<file path="src/dis_regs.svh">
// Register offsets, field positions, reset values and codes for the ID block
`ifndef DIS_REGS_SVH
`define DIS_REGS_SVH
`define DIS_ADDR_PRODUCT_ID   8'h7A
`define DIS_ADDR_CONDITION    8'h7B
`define DIS_STAT_RESET        8'h00
`define DIS_SUPPLY_HI         7
`define DIS_SUPPLY_LO         6
`define DIS_BIT_INT_RESET     5
`define DIS_BIT_FACTORY       4
`define DIS_BIT_LOW_SUPPLY    3
`define DIS_BIT_UNUSED        2
`define DIS_BIT_SENSE_EN      1
`define DIS_BIT_OUTPUT_EN     0
`define DIS_SUPPLY_5V0        2'h0
`define DIS_SUPPLY_3V3        2'h1
`define DIS_SUPPLY_2V7        2'h2
`define DIS_SUPPLY_RSVD       2'h3
`define DIS_PRODUCT_CODE      8'h5A
`define DIS_RDATA_RESET       8'h00
`endif

</file>
<file path="src/dis_pkg.sv">
// Types shared by the identification and status block
package dis_pkg;
  typedef logic [7:0] dis_byte_t;
  typedef enum logic [1:0]
  {
    DIS_SUP_5V0  = 2'h0,
    DIS_SUP_3V3  = 2'h1,
    DIS_SUP_2V7  = 2'h2,
    DIS_SUP_RSVD = 2'h3
  } dis_supply_e;
  typedef struct packed
  {
    dis_supply_e supply_level_field;
    logic        internal_reset_flag;
    logic        factory_config_loaded_flag;
    logic        low_supply_flag;
    logic        unused_bit;
    logic        sensing_enabled_flag;
    logic        output_enabled_flag;
  } dis_status_s;
  typedef struct packed
  {
    logic      rd;
    logic      wr;
    dis_byte_t addr;
    dis_byte_t wdata;
  } dis_req_s;
endpackage

</file>
<file path="src/dis_status_capture.sv">
// Status capture: holds the condition bits seen by the host
`timescale 1ns/1ps
`include "dis_regs.svh"
module dis_status_capture
  import dis_pkg::*;
(
  // Clock and reset
  input  wire logic        clk_i,
  input  wire logic        rst_i,
  // Hardware conditions
  input  wire logic [1:0]  supply_level_i,
  input  wire logic        int_reset_i,
  input  wire logic        factory_loaded_i,
  input  wire logic        low_supply_i,
  input  wire logic        sense_en_i,
  input  wire logic        output_en_i,
  // Captured status
  output dis_status_s      status_o
);
  dis_status_s status_q;
  dis_status_s status_d;

  always_comb
  begin
    status_d                            = dis_status_s'(`DIS_STAT_RESET);
    status_d.supply_level_field         = dis_supply_e'(supply_level_i);
    status_d.internal_reset_flag        = int_reset_i;
    status_d.factory_config_loaded_flag = factory_loaded_i;
    status_d.low_supply_flag            = low_supply_i;
    status_d.unused_bit                 = 1'b0;
    status_d.sensing_enabled_flag       = sense_en_i;
    status_d.output_enabled_flag        = output_en_i;
  end

  // All fields zero until detection lands one cycle after release
  always_ff @(posedge clk_i or posedge rst_i)
  begin
    if (rst_i)
      status_q <= dis_status_s'(`DIS_STAT_RESET);
    else
      status_q <= status_d;
  end

  assign status_o = status_q;
endmodule // dis_status_capture

</file>
<file path="src/dis_id_status_regs.sv">
// Identification and status registers of the button controller
//
// Function
// - Read-only 8-bit product code register at address 7Ah.
// - Read-only 8-bit status register at 7Bh, zero at reset.
// - Bits 7:6 give detected supply: 00 5V, 01 3.3V, 10 2.7V.
// - Bit 5 set when last system reset was internal.
// - Bit 4 set when factory defaults loaded, clear for user set.
// - Bit 3 flags supply too low; nonvolatile writes then blocked.
// - Bit 1 shows capacitive sensing enabled.
// - Bit 0 shows general-purpose output enabled.
`timescale 1ns/1ps
`include "dis_regs.svh"
module dis_id_status_regs
  import dis_pkg::*;
#(
  // Arbitrary neutral code, not a real product number
  parameter logic [7:0] PRODUCT_CODE = `DIS_PRODUCT_CODE
)
(
  // Clock and reset
  input  wire logic        CLK_I,
  input  wire logic        RST_I,
  // Register access from the serial port engine
  input  wire logic        REG_RD_I,
  input  wire logic        REG_WR_I,
  input  wire logic [7:0]  REG_ADDR_I,
  input  wire logic [7:0]  REG_WDATA_I,
  output logic      [7:0]  REG_RDATA_O,
  output logic             REG_HIT_O,
  // Hardware conditions
  input  wire logic [1:0]  SUPPLY_LEVEL_I,
  input  wire logic        INT_RESET_I,
  input  wire logic        FACTORY_LOADED_I,
  input  wire logic        LOW_SUPPLY_I,
  input  wire logic        SENSE_EN_I,
  input  wire logic        OUTPUT_EN_I,
  // Nonvolatile write gating
  input  wire logic        NVM_WR_REQ_I,
  output logic             NVM_WR_GO_O,
  output logic             NVM_WR_BLOCKED_O
);
  dis_req_s    req;
  dis_status_s status;
  dis_byte_t   rdata_d;
  dis_byte_t   rdata_q;
  logic        hit_q;
  logic        go_q;
  logic        blk_q;
  wire logic   sel_id;
  wire logic   sel_stat;
  wire logic   hit_d;

  assign req = '{rd: REG_RD_I, wr: REG_WR_I, addr: REG_ADDR_I,
                 wdata: REG_WDATA_I};

  dis_status_capture u_cap
  (
    .clk_i            (CLK_I),
    .rst_i            (RST_I),
    .supply_level_i   (SUPPLY_LEVEL_I),
    .int_reset_i      (INT_RESET_I),
    .factory_loaded_i (FACTORY_LOADED_I),
    .low_supply_i     (LOW_SUPPLY_I),
    .sense_en_i       (SENSE_EN_I),
    .output_en_i      (OUTPUT_EN_I),
    .status_o         (status)
  );

  // Writes never reach storage: data bus is deliberately unused
  assign sel_id   = (req.addr == `DIS_ADDR_PRODUCT_ID);
  assign sel_stat = (req.addr == `DIS_ADDR_CONDITION);
  assign hit_d    = req.rd & (sel_id | sel_stat);

  always_comb
  begin
    if (!req.rd)
      rdata_d = rdata_q;
    else if (sel_id)
      rdata_d = PRODUCT_CODE;
    else if (sel_stat)
      rdata_d = dis_byte_t'(status);
    else
      rdata_d = `DIS_RDATA_RESET;
  end

  // Read data held until the next read
  always_ff @(posedge CLK_I or posedge RST_I)
  begin
    if (RST_I)
    begin
      rdata_q <= `DIS_RDATA_RESET;
      hit_q   <= 1'b0;
    end
    else
    begin
      rdata_q <= rdata_d;
      hit_q   <= hit_d;
    end
  end

  // Blocked request dropped, not deferred; host must retry
  always_ff @(posedge CLK_I or posedge RST_I)
  begin
    if (RST_I)
    begin
      go_q  <= 1'b0;
      blk_q <= 1'b0;
    end
    else
    begin
      go_q  <= NVM_WR_REQ_I & ~status.low_supply_flag;
      blk_q <= NVM_WR_REQ_I & status.low_supply_flag;
    end
  end

  assign REG_RDATA_O      = rdata_q;
  assign REG_HIT_O        = hit_q;
  assign NVM_WR_GO_O      = go_q;
  assign NVM_WR_BLOCKED_O = blk_q;
endmodule // dis_id_status_regs

</file>
<file path="config.mk">
export PLATFORM = sky130hd
export DESIGN_NAME = dis_id_status_regs
export DESIGN_NICKNAME = d
export VERILOG_FILES = /design/src/dis_pkg.sv /design/src/dis_status_capture.sv /design/src/dis_id_status_regs.sv
export VERILOG_INCLUDE_DIRS = /design/src /design/src/src
export SDC_FILE = /design/constraint.sdc
export NUM_CORES = 1
export LEC_CHECK = 0
export BUFFER_PORTS_ARGS = -buffer_cell sky130_fd_sc_hd__clkbuf_2
export CAP_MARGIN = 20
export CORE_MARGIN = 2
export CORE_UTILIZATION = 41
export DETAILED_ROUTE_END_ITERATION = 10
export PLACE_DENSITY = 0.72
export SLEW_MARGIN = 20
export SYNTH_ARGS = -nofsm -noshare
export SYNTH_HDL_FRONTEND = slang
export SYNTH_SLANG_ARGS = --single-unit
</file>
<file path="constraint.sdc">
create_clock -name CLK_I -period 0.9 [get_ports CLK_I]
set_input_delay 0.09 -clock CLK_I [delete_from_list [all_inputs] [get_ports CLK_I]]
set_output_delay 0.09 -clock CLK_I [all_outputs]
set_load 0.01 [all_outputs]
</file>
* Yosys cells after proc, flatten, opt, wreduce, memory -nomap -nowiden
Cells that the tools add are included.
** Storage, ports and cells
- Flip-flop bits (word level) :: 18
- Bits in latches :: 0
- RAM bits :: 0
- ROM bits :: 0
- Output and inout bits :: 11
- Word-level logic and storage cells :: 19
- Memories kept :: 0
** Operators by class
- $add $sub $neg :: 0
- Multiply operators :: 0
- Divide/modulo/power cells :: 0
- Order comparisons :: 0
- Equal/unequal tests :: 2
- Shift operators :: 0
- Muxes and demuxes :: 2
- Bitwise logic cells :: 5
- Reductions and logical operators :: 0
** Operator list (number)
- 8-bit by 7-bit == test with 1-bit output (second input constant) :: 2
- 8-bit two-way mux :: 2
- 1-bit AND :: 3
- 1-bit NOT :: 1
- 1-bit bitwise OR :: 1

* Depth between registers and ports, before layout
Gate-level depths: netlist (run 1).
- Depth in word-level cells :: 3
- Depth in mapped cells :: 3

* Modules after synthesis
Synthesis (run 1) repeated with hierarchy kept, for this count alone.
** Second synthesis, totals
- Cells, all modules :: 54
- Area, all modules :: 686.9 µm²
** By module, submodules not included
- dis_id_status_regs :: times used 1, cells each 44, area an instance 496.7 µm², seq. area each 275.3 µm²
- dis_status_capture :: times used 1, cells each 10, area an instance 190.2 µm², seq. area each 175.2 µm²

* Worst setup path after synthesis (run 1)
Ideal clock, no wire load.
- Path type :: input to register
- Start :: input REG_ADDR_I[7]
- End :: register rdata_q[1] (netlist: REG_RDATA_O[1])
- Library setup time :: 103 ps
- Arrival :: 608 ps
- Setup slack :: 189 ps
- Cell stages on the path :: 2
- Path buffers :: 0
- Cell sequence :: nand4b_4 > o41ai_2
** On the way
- Cells in the longest elaborated chain, start to end :: 3
- Elaborated cells between the ends (all ways) :: 4
- Those cells by class :: eq/ne: 2; mux: 2
** Ends and longest elaborated chain
- start: declaration :: line dis_id_status_regs.sv:27 : input wire logic [7:0] REG_ADDR_I,
- 8-bit by 7-bit == test with 1-bit output (no line)
- 8-bit two-way mux :: line dis_id_status_regs.sv:81 : else if (sel_stat)
- 8-bit two-way mux * :: line dis_id_status_regs.sv:79 : else if (sel_id)
- end signal: assignment :: line dis_id_status_regs.sv:92 : rdata_q <= `DIS_RDATA_RESET;
- end signal: assignment :: line dis_id_status_regs.sv:97 : rdata_q <= rdata_d;
- end: declaration :: line dis_id_status_regs.sv:46 : dis_byte_t rdata_q;
Every way passes the cells marked *; elsewhere a longest branch is shown, timed or not.
A chain may end at the register's enable or synchronous reset.

* Worst setup path in the final report (run 1)
- Start :: register rdata_q[4] (netlist: REG_RDATA_O[4])
- End :: output REG_RDATA_O[4]
** RTL lines
- end: declaration :: line dis_id_status_regs.sv:29 : output logic [7:0] REG_RDATA_O,
No word-level cell between the ends.

==> results of run 1 <==
synthesized netlist by cell type (all sizes together):
cell,number,area (sq um)
nand2b,4,25.02
nand3,3,15.01
nand4b,1,23.77
o32ai,3,26.28
inv,5,18.77
nor2b,5,31.28
nor3,1,5.000
buf,2,12.51
conb,1,3.750
nand3b,1,20.02
o41ai,4,65.06
and2,1,6.260
dfrtp,17,425.4
per-stage QoR:
| step | instances | hold WS, ns | total power (uW) | utilization, % |
|---|---|---|---|---|
| 3_5_place_dp | 92 | 0.03605 | 936.5 | 55.17 |
| 6_report | 106 | 0.02625 | 1344 | 63.14 |
| 2_1_floorplan | 48 | 0.01607 | 867.8 | - |
| 3_3_place_gp | 92 | 0.02693 | 930.4 | 55.17 |
| 5_1_grt | 106 | 0.03374 | 1401 | 63.14 |
| 4_1_cts | 105 | 0.02530 | 1355 | 62.64 |
area by class of cell:
cell class	count	area, sq um
clock buffer	4	26.28
fill	130	561.8
inverter	5	18.77
multi-input combinational	24	221.5
sequential	17	425.4
tap	16	20.02
timing repair buffer	40	250.2
repair_timing:
item,4_1_cts,5_1_grt
pin swaps,0,0
hold buffers,8,0
setup buffers,1,1
hold endpoints to repair,14,0
setup endpoints to repair,3,8
placed cells by master, fill, tap and decap left out:
cell type	instances
and2_1	1
buf_4	4
clkbuf_1	1
clkbuf_2	28
clkbuf_4	3
conb_1	1
dfrtp_1	17
dlygate4sd3_1	8
inv_1	5
nand2b_1	4
nand3_1	3
nand3b_4	1
nand4b_4	1
nor2b_1	5
nor3_1	1
o32ai_1	3
o41ai_2	4
worst min path at each step:
stage	endpoint	slack, ns	startpoint	cells after the start
final	NVM_WR_BLOCKED_O$_DFF_PP0_	0.03	NVM_WR_REQ_I	2
after global routing	NVM_WR_GO_O$_DFF_PP0_	0.03	NVM_WR_REQ_I	2
after CTS	NVM_WR_BLOCKED_O$_DFF_PP0_	0.03	NVM_WR_REQ_I	2
after detailed placement	u_cap.status_o[3]$_DFF_PP0_	0.04	RST_I	2
after global placement	u_cap.status_o[3]$_DFF_PP0_	0.03	RST_I	2
after floorplan	NVM_WR_BLOCKED_O$_DFF_PP0_	0.02	RST_I	1
flip-flops by register name, summed over array words and instances, names as in the netlist:
| name | cells |
|---|---|
| REG_RDATA_O | 7 |
| u_cap.status_o | 7 |
| NVM_WR_BLOCKED_O | 1 |
| NVM_WR_GO_O | 1 |
| REG_HIT_O | 1 |
metal layers:
metal  vias to the layer above  global-route usage, %
li1                        248                      -
met1                       239                  16.14
met2                        22                  29.28
met3                         4                  2.857
met4                         0                  9.091
met5                         -                      0
power groups by stage:
stage	logic (uW)	registers, uW	clock network (uW)
CTS	156	792	407
global route	168	794	439
floorplan	58.6	809	0
global placement	124	806	0
detailed placement	129	807	0
finish	154	792	399
logic make-up after synthesis:
kind of cell           synth area share (%)
AO/OA/AOI/OAI                         13.47
buffers and inverters                 4.613
flip-flops                            62.73
other                                0.5530
AND/OR/NAND/NOR                       18.63
==> impl_metrics.json, run 1 <==
{
  "status": "finished, violations left",
  "violations": "setup timing",
  "synth.distinct_cells": 14,
  "clockBufferDepth": 2,
  "final_nets": 119,
  "fin_crit_ns": 0.9004,
  "critPathKind": "register to primary output",
  "coreArea_sq_um": 1524,
  "grt_setup_unrepaired": "yes",
  "rows": 14,
  "drt_wl_total_mm": 1.330,
  "startpoint_type": "register",
  "grt_pass1_vias": 528,
  "layout-drive-gt1-share_pct": 45.56,
  "place_area_sq_um": 840.8,
  "hp-class": "primary input to register",
  "areaGrowthSynthToFinish_pct": 41.88,
  "p_int_uw": 1038,
  "drt_first_pass_iters": 4,
  "p_sw_uw": 306.4,
  "viasPerCell": 4.840,
  "critical_path_required_ns": 0.81,
  "p_seq_share_pct": 58.9,
  "netlist_area_sq_um": 678.2,
  "final_max_slew_viol_count": 0,
  "crit_fanout": 2,
  "n_antenna_cell": 0,
  "cp-end-kind": "primary output",
  "post_cts_resized": 0,
  "worstSkewPairLatency_ns": 0.29,
  "synth_seq_cells": 17,
  "finalSetupViolations": 1,
  "ant_nets": 0,
  "vdd_drop_max_mv": 1.005,
  "power.share.clock_pct": 29.7,
  "clkTransAtPathRegs_ns": 0.09,
  "wire_per_inst_um": 12.55,
  "routed.top_layer": "met4",
  "reg2reg_from": "REG_RDATA_O[4]$_DFFE_PP0P_",
  "die_w_um": 44.67,
  "grt_pass1_wl_mm": 2.159,
  "pre_cts_slack_ns": 0.002843,
  "avgSynthCellArea_sq_um": 14.13,
  "drcViolationCount": 0,
  "dieArea_sq_um": 1995,
  "crit_cells": 1,
  "powerDensity_nw_per_um2": 1397,
  "root_buffer": "clkbuf_4",
  "rr_endpoint": "REG_RDATA_O[4]$_DFFE_PP0P_",
  "drv_cap": 0,
  "swShare_pct": 22.79,
  "vias": 513,
  "cts_tree": "built",
  "clock_skew_ns": 0.002681,
  "met3_length_um": 90,
  "cp_num_buf_inv": 1,
  "wl_met1_um": 507,
  "place.gp.congestion": 0.6896,
  "worst-r2r-cell-count": 3,
  "p_leak_uw": 0.0005093,
  "grt_start_max_net_pins": 11,
  "synthCells": 48,
  "met2WireLength_um": 714,
  "dieHeight_um": 44.67,
  "min_period_over_period_pct": 100.0,
  "crit_path_end": "REG_RDATA_O[4]",
  "reg2reg_slack_ns": 0.12,
  "design_area_sq_um": 962.2,
  "crit_chain": "clkbuf_2",
  "portBuffers": 28,
  "gr-total-overflow": 0,
  "cp_slowest_cell": "dfrtp_1",
  "drtIter0Drc": 2,
  "hold_viol": 0,
  "grt.total_usage_pct": 15.75,
  "ios": 39,
  "crit_family": "flip-flops",
  "worst_ep_arrival_time_ns": 0.81,
  "cts_buffers": 3,
  "startpoint": "REG_RDATA_O[4]$_DFFE_PP0P_",
  "max_stage_delay_ns": 0.39,
  "setup_ws_ns": -0.0004268,
  "power_frac_comb_pct": 11.4,
  "clock-sinks": 17,
  "start_util_pct": 44.50,
  "yosysWarnings": 0,
  "antenna_found_initial": 0,
  "h-tree-depth": 1,
  "ys_seq_area_share_pct": 62.73,
  "synth_nets": 76,
  "timing.fmax_mhz": 1111,
  "finalSetupTns_ns": -0.0004268
}
Note: power is estimated with default switching activity, not from simulation.
==> run 2, diff against run 1 <==
- BUFFER_PORTS_ARGS: -buffer_cell sky130_fd_sc_hd__clkbuf_2 -> not set
- CORE_AREA: not set -> 2 2 39 41
- CORE_MARGIN: 2 -> not set
- CORE_UTILIZATION: 41 -> not set
- DIE_AREA: not set -> 0 0 41 43
- DONT_BUFFER_PORTS: not set -> 1
- PLACE_DENSITY: 0.72 -> 0.62
==> run 2 against run 1 <==
  * The run ends with hold timing left
  * Combinational power fell by 44%
  * Setup slack improved by 0.10 ns
  * Worst hold slack worse by 0.13 ns
  * Maximum frequency grew 13%
  * Sequential power up 0.5%
  * Critical path depth fell by 1
  * Clock skew is 0.0031 ns higher
  * Non-clock buffer count shrank 31
  * Global-route usage fell by 1.4 points
  * Total power down 6.0%
  * First-iteration DRC count unchanged
  * Die area shrank 12%
==> impl_metrics.json, run 2 (synthesis gave the netlist of run 1 again) <==
{
  "tightest_slew_ns": 0.5886,
  "power.share.clock_pct": 30.1,
  "h-tree-depth": 1,
  "clock-sinks": 17,
  "grt_setup_unrepaired": "no",
  "pre_cts_slack_ns": 0.1111,
  "ant_nets": 0,
  "powerDensity_nw_per_um2": 1576,
  "die_w_um": 41,
  "viasPerCell": 5.360,
  "cts_tree": "built",
  "drcViolationCount": 0,
  "finalSetupTns_ns": 0,
  "critical_path_required_ns": 0.81,
  "post_cts_resized": 0,
  "status": "finished, violations left",
  "postCtsSetupBuffers": 0,
  "final_max_slew_viol_count": 0,
  "placedCellCount": 62,
  "startpoint_type": "register",
  "wire_per_inst_um": 14.63,
  "grt_start_max_net_pins": 18,
  "fin_crit_ns": 0.7976,
  "grt_pass1_wl_mm": 1.683,
  "final_nets": 88,
  "p_seq_share_pct": 63.0,
  "hold_viol": 3,
  "hp-class": "primary input to register",
  "worstSkewPairLatency_ns": 0.28,
  "ios": 39,
  "drt_wl_total_mm": 1.097,
  "maxSlewHeadroom_pct": 60.71,
  "p_sw_uw": 259.8,
  "layout-drive-gt1-share_pct": 15.25,
  "portBuffers": 0,
  "final_common_cell": "dfrtp_1",
  "violations": "hold timing",
  "setup_ws_ns": 0.1024,
  "cts_buffers": 3,
  "vdd_drop_max_mv": 1.140,
  "p_int_uw": 1004,
  "clockBufferDepth": 2,
  "cp-end-kind": "primary output",
  "start_util_pct": 49.01,
  "areaGrowthSynthToFinish_pct": 18.27,
  "vias": 402,
  "clkTransAtPathRegs_ns": 0.09,
  "dieArea_sq_um": 1763,
  "instances_no_fill": 75,
  "final_cell_mix": "17 x dfrtp_1, 9 x dlygate4sd3_1, 5 x inv_1, 5 x nor2b_1",
  "dieHeight_um": 43,
  "critPathKind": "register to primary output",
  "timing.fmax_mhz": 1254,
  "antenna_found_initial": 0,
  "gr-total-overflow": 0,
  "finalSetupViolations": 0,
  "grt.total_usage_pct": 14.36,
  "coreArea_sq_um": 1384,
  "place.gp.congestion": 0.6291,
  "cts-hold-fix-buffers": 9,
  "drv_cap": 0,
  "min_period_over_period_pct": 88.62,
  "n_antenna_cell": 0,
  "whs_ns": -0.1080,
  "hpwl_um": 872.9,
  "root_buffer": "clkbuf_4",
  "swShare_pct": 20.56,
  "p_leak_uw": 0.0003723,
  "drt_first_pass_iters": 2,
  "rows": 14,
  "crit_fanout": 2,
  "grt_pass1_vias": 425,
  "power_frac_comb_pct": 6.9,
  "drtIter0Drc": 2,
  "fin_util_pct": 57.96,
  "worst_ep_arrival_time_ns": 0.71,
  "clock_skew_ns": 0.005771
}
run 2: per-layer routing:
layer  wire (um)  track usage [%]  vias up
li1            -                -      185
met1         355            16.25      196
met2         626            25.31       21
met3         115            4.712        0
met4           0            2.000        0
met5           0                0        -
run 2: power groups by stage:
stage                     logic (uW)  registers [uW]  clock network (uW)
final                           86.6             796                 381
after global routing            97.6             798                 434
after CTS                       87.8             797                 388
after detailed placement        58.0             812                   0
after global placement          55.4             812                   0
after floorplan                 58.6             809                   0
run 2: area by class of cell:
| class | instances | area [sq um] |
|---|---|---|
| inverters | 5 | 18.77 |
| well taps | 16 | 20.02 |
| clock buffers | 4 | 26.28 |
| multi-input cells | 24 | 221.5 |
| flip-flops and latches | 17 | 425.4 |
| repair buffers | 9 | 90.09 |
| fillers | 114 | 581.8 |
run 2: worst paths after layout:
kind | cells after the start | start | endpoint | slack [ns]
setup / recovery | 0 | REG_RDATA_O[3]$_DFFE_PP0P_ | REG_RDATA_O[3] | 0.10
max in group asynchronous | 2 | RST_I | REG_RDATA_O[7]$_DFFE_PP0P_ | 0.20
setup reg to reg | 2 | u_cap.status_o[7]$_DFF_PP0_ | REG_RDATA_O[7]$_DFFE_PP0P_ | 0.13
hold / removal | 1 | REG_RD_I | REG_RDATA_O[0]$_DFFE_PP0P_ | -0.11
hold reg to reg | 1 | u_cap.status_o[3]$_DFF_PP0_ | NVM_WR_GO_O$_DFF_PP0_ | 0.46
min in group asynchronous | 2 | RST_I | u_cap.status_o[0]$_DFF_PP0_ | 0.31
run 2: per-stage QoR:
step,power (uW),instance area [sq um]
after floorplan,867.8,678.2
after global placement,867.1,685.7
after detailed placement,870.3,685.7
after CTS,1272,802.0
after global routing,1330,802.0
final,1264,802.0
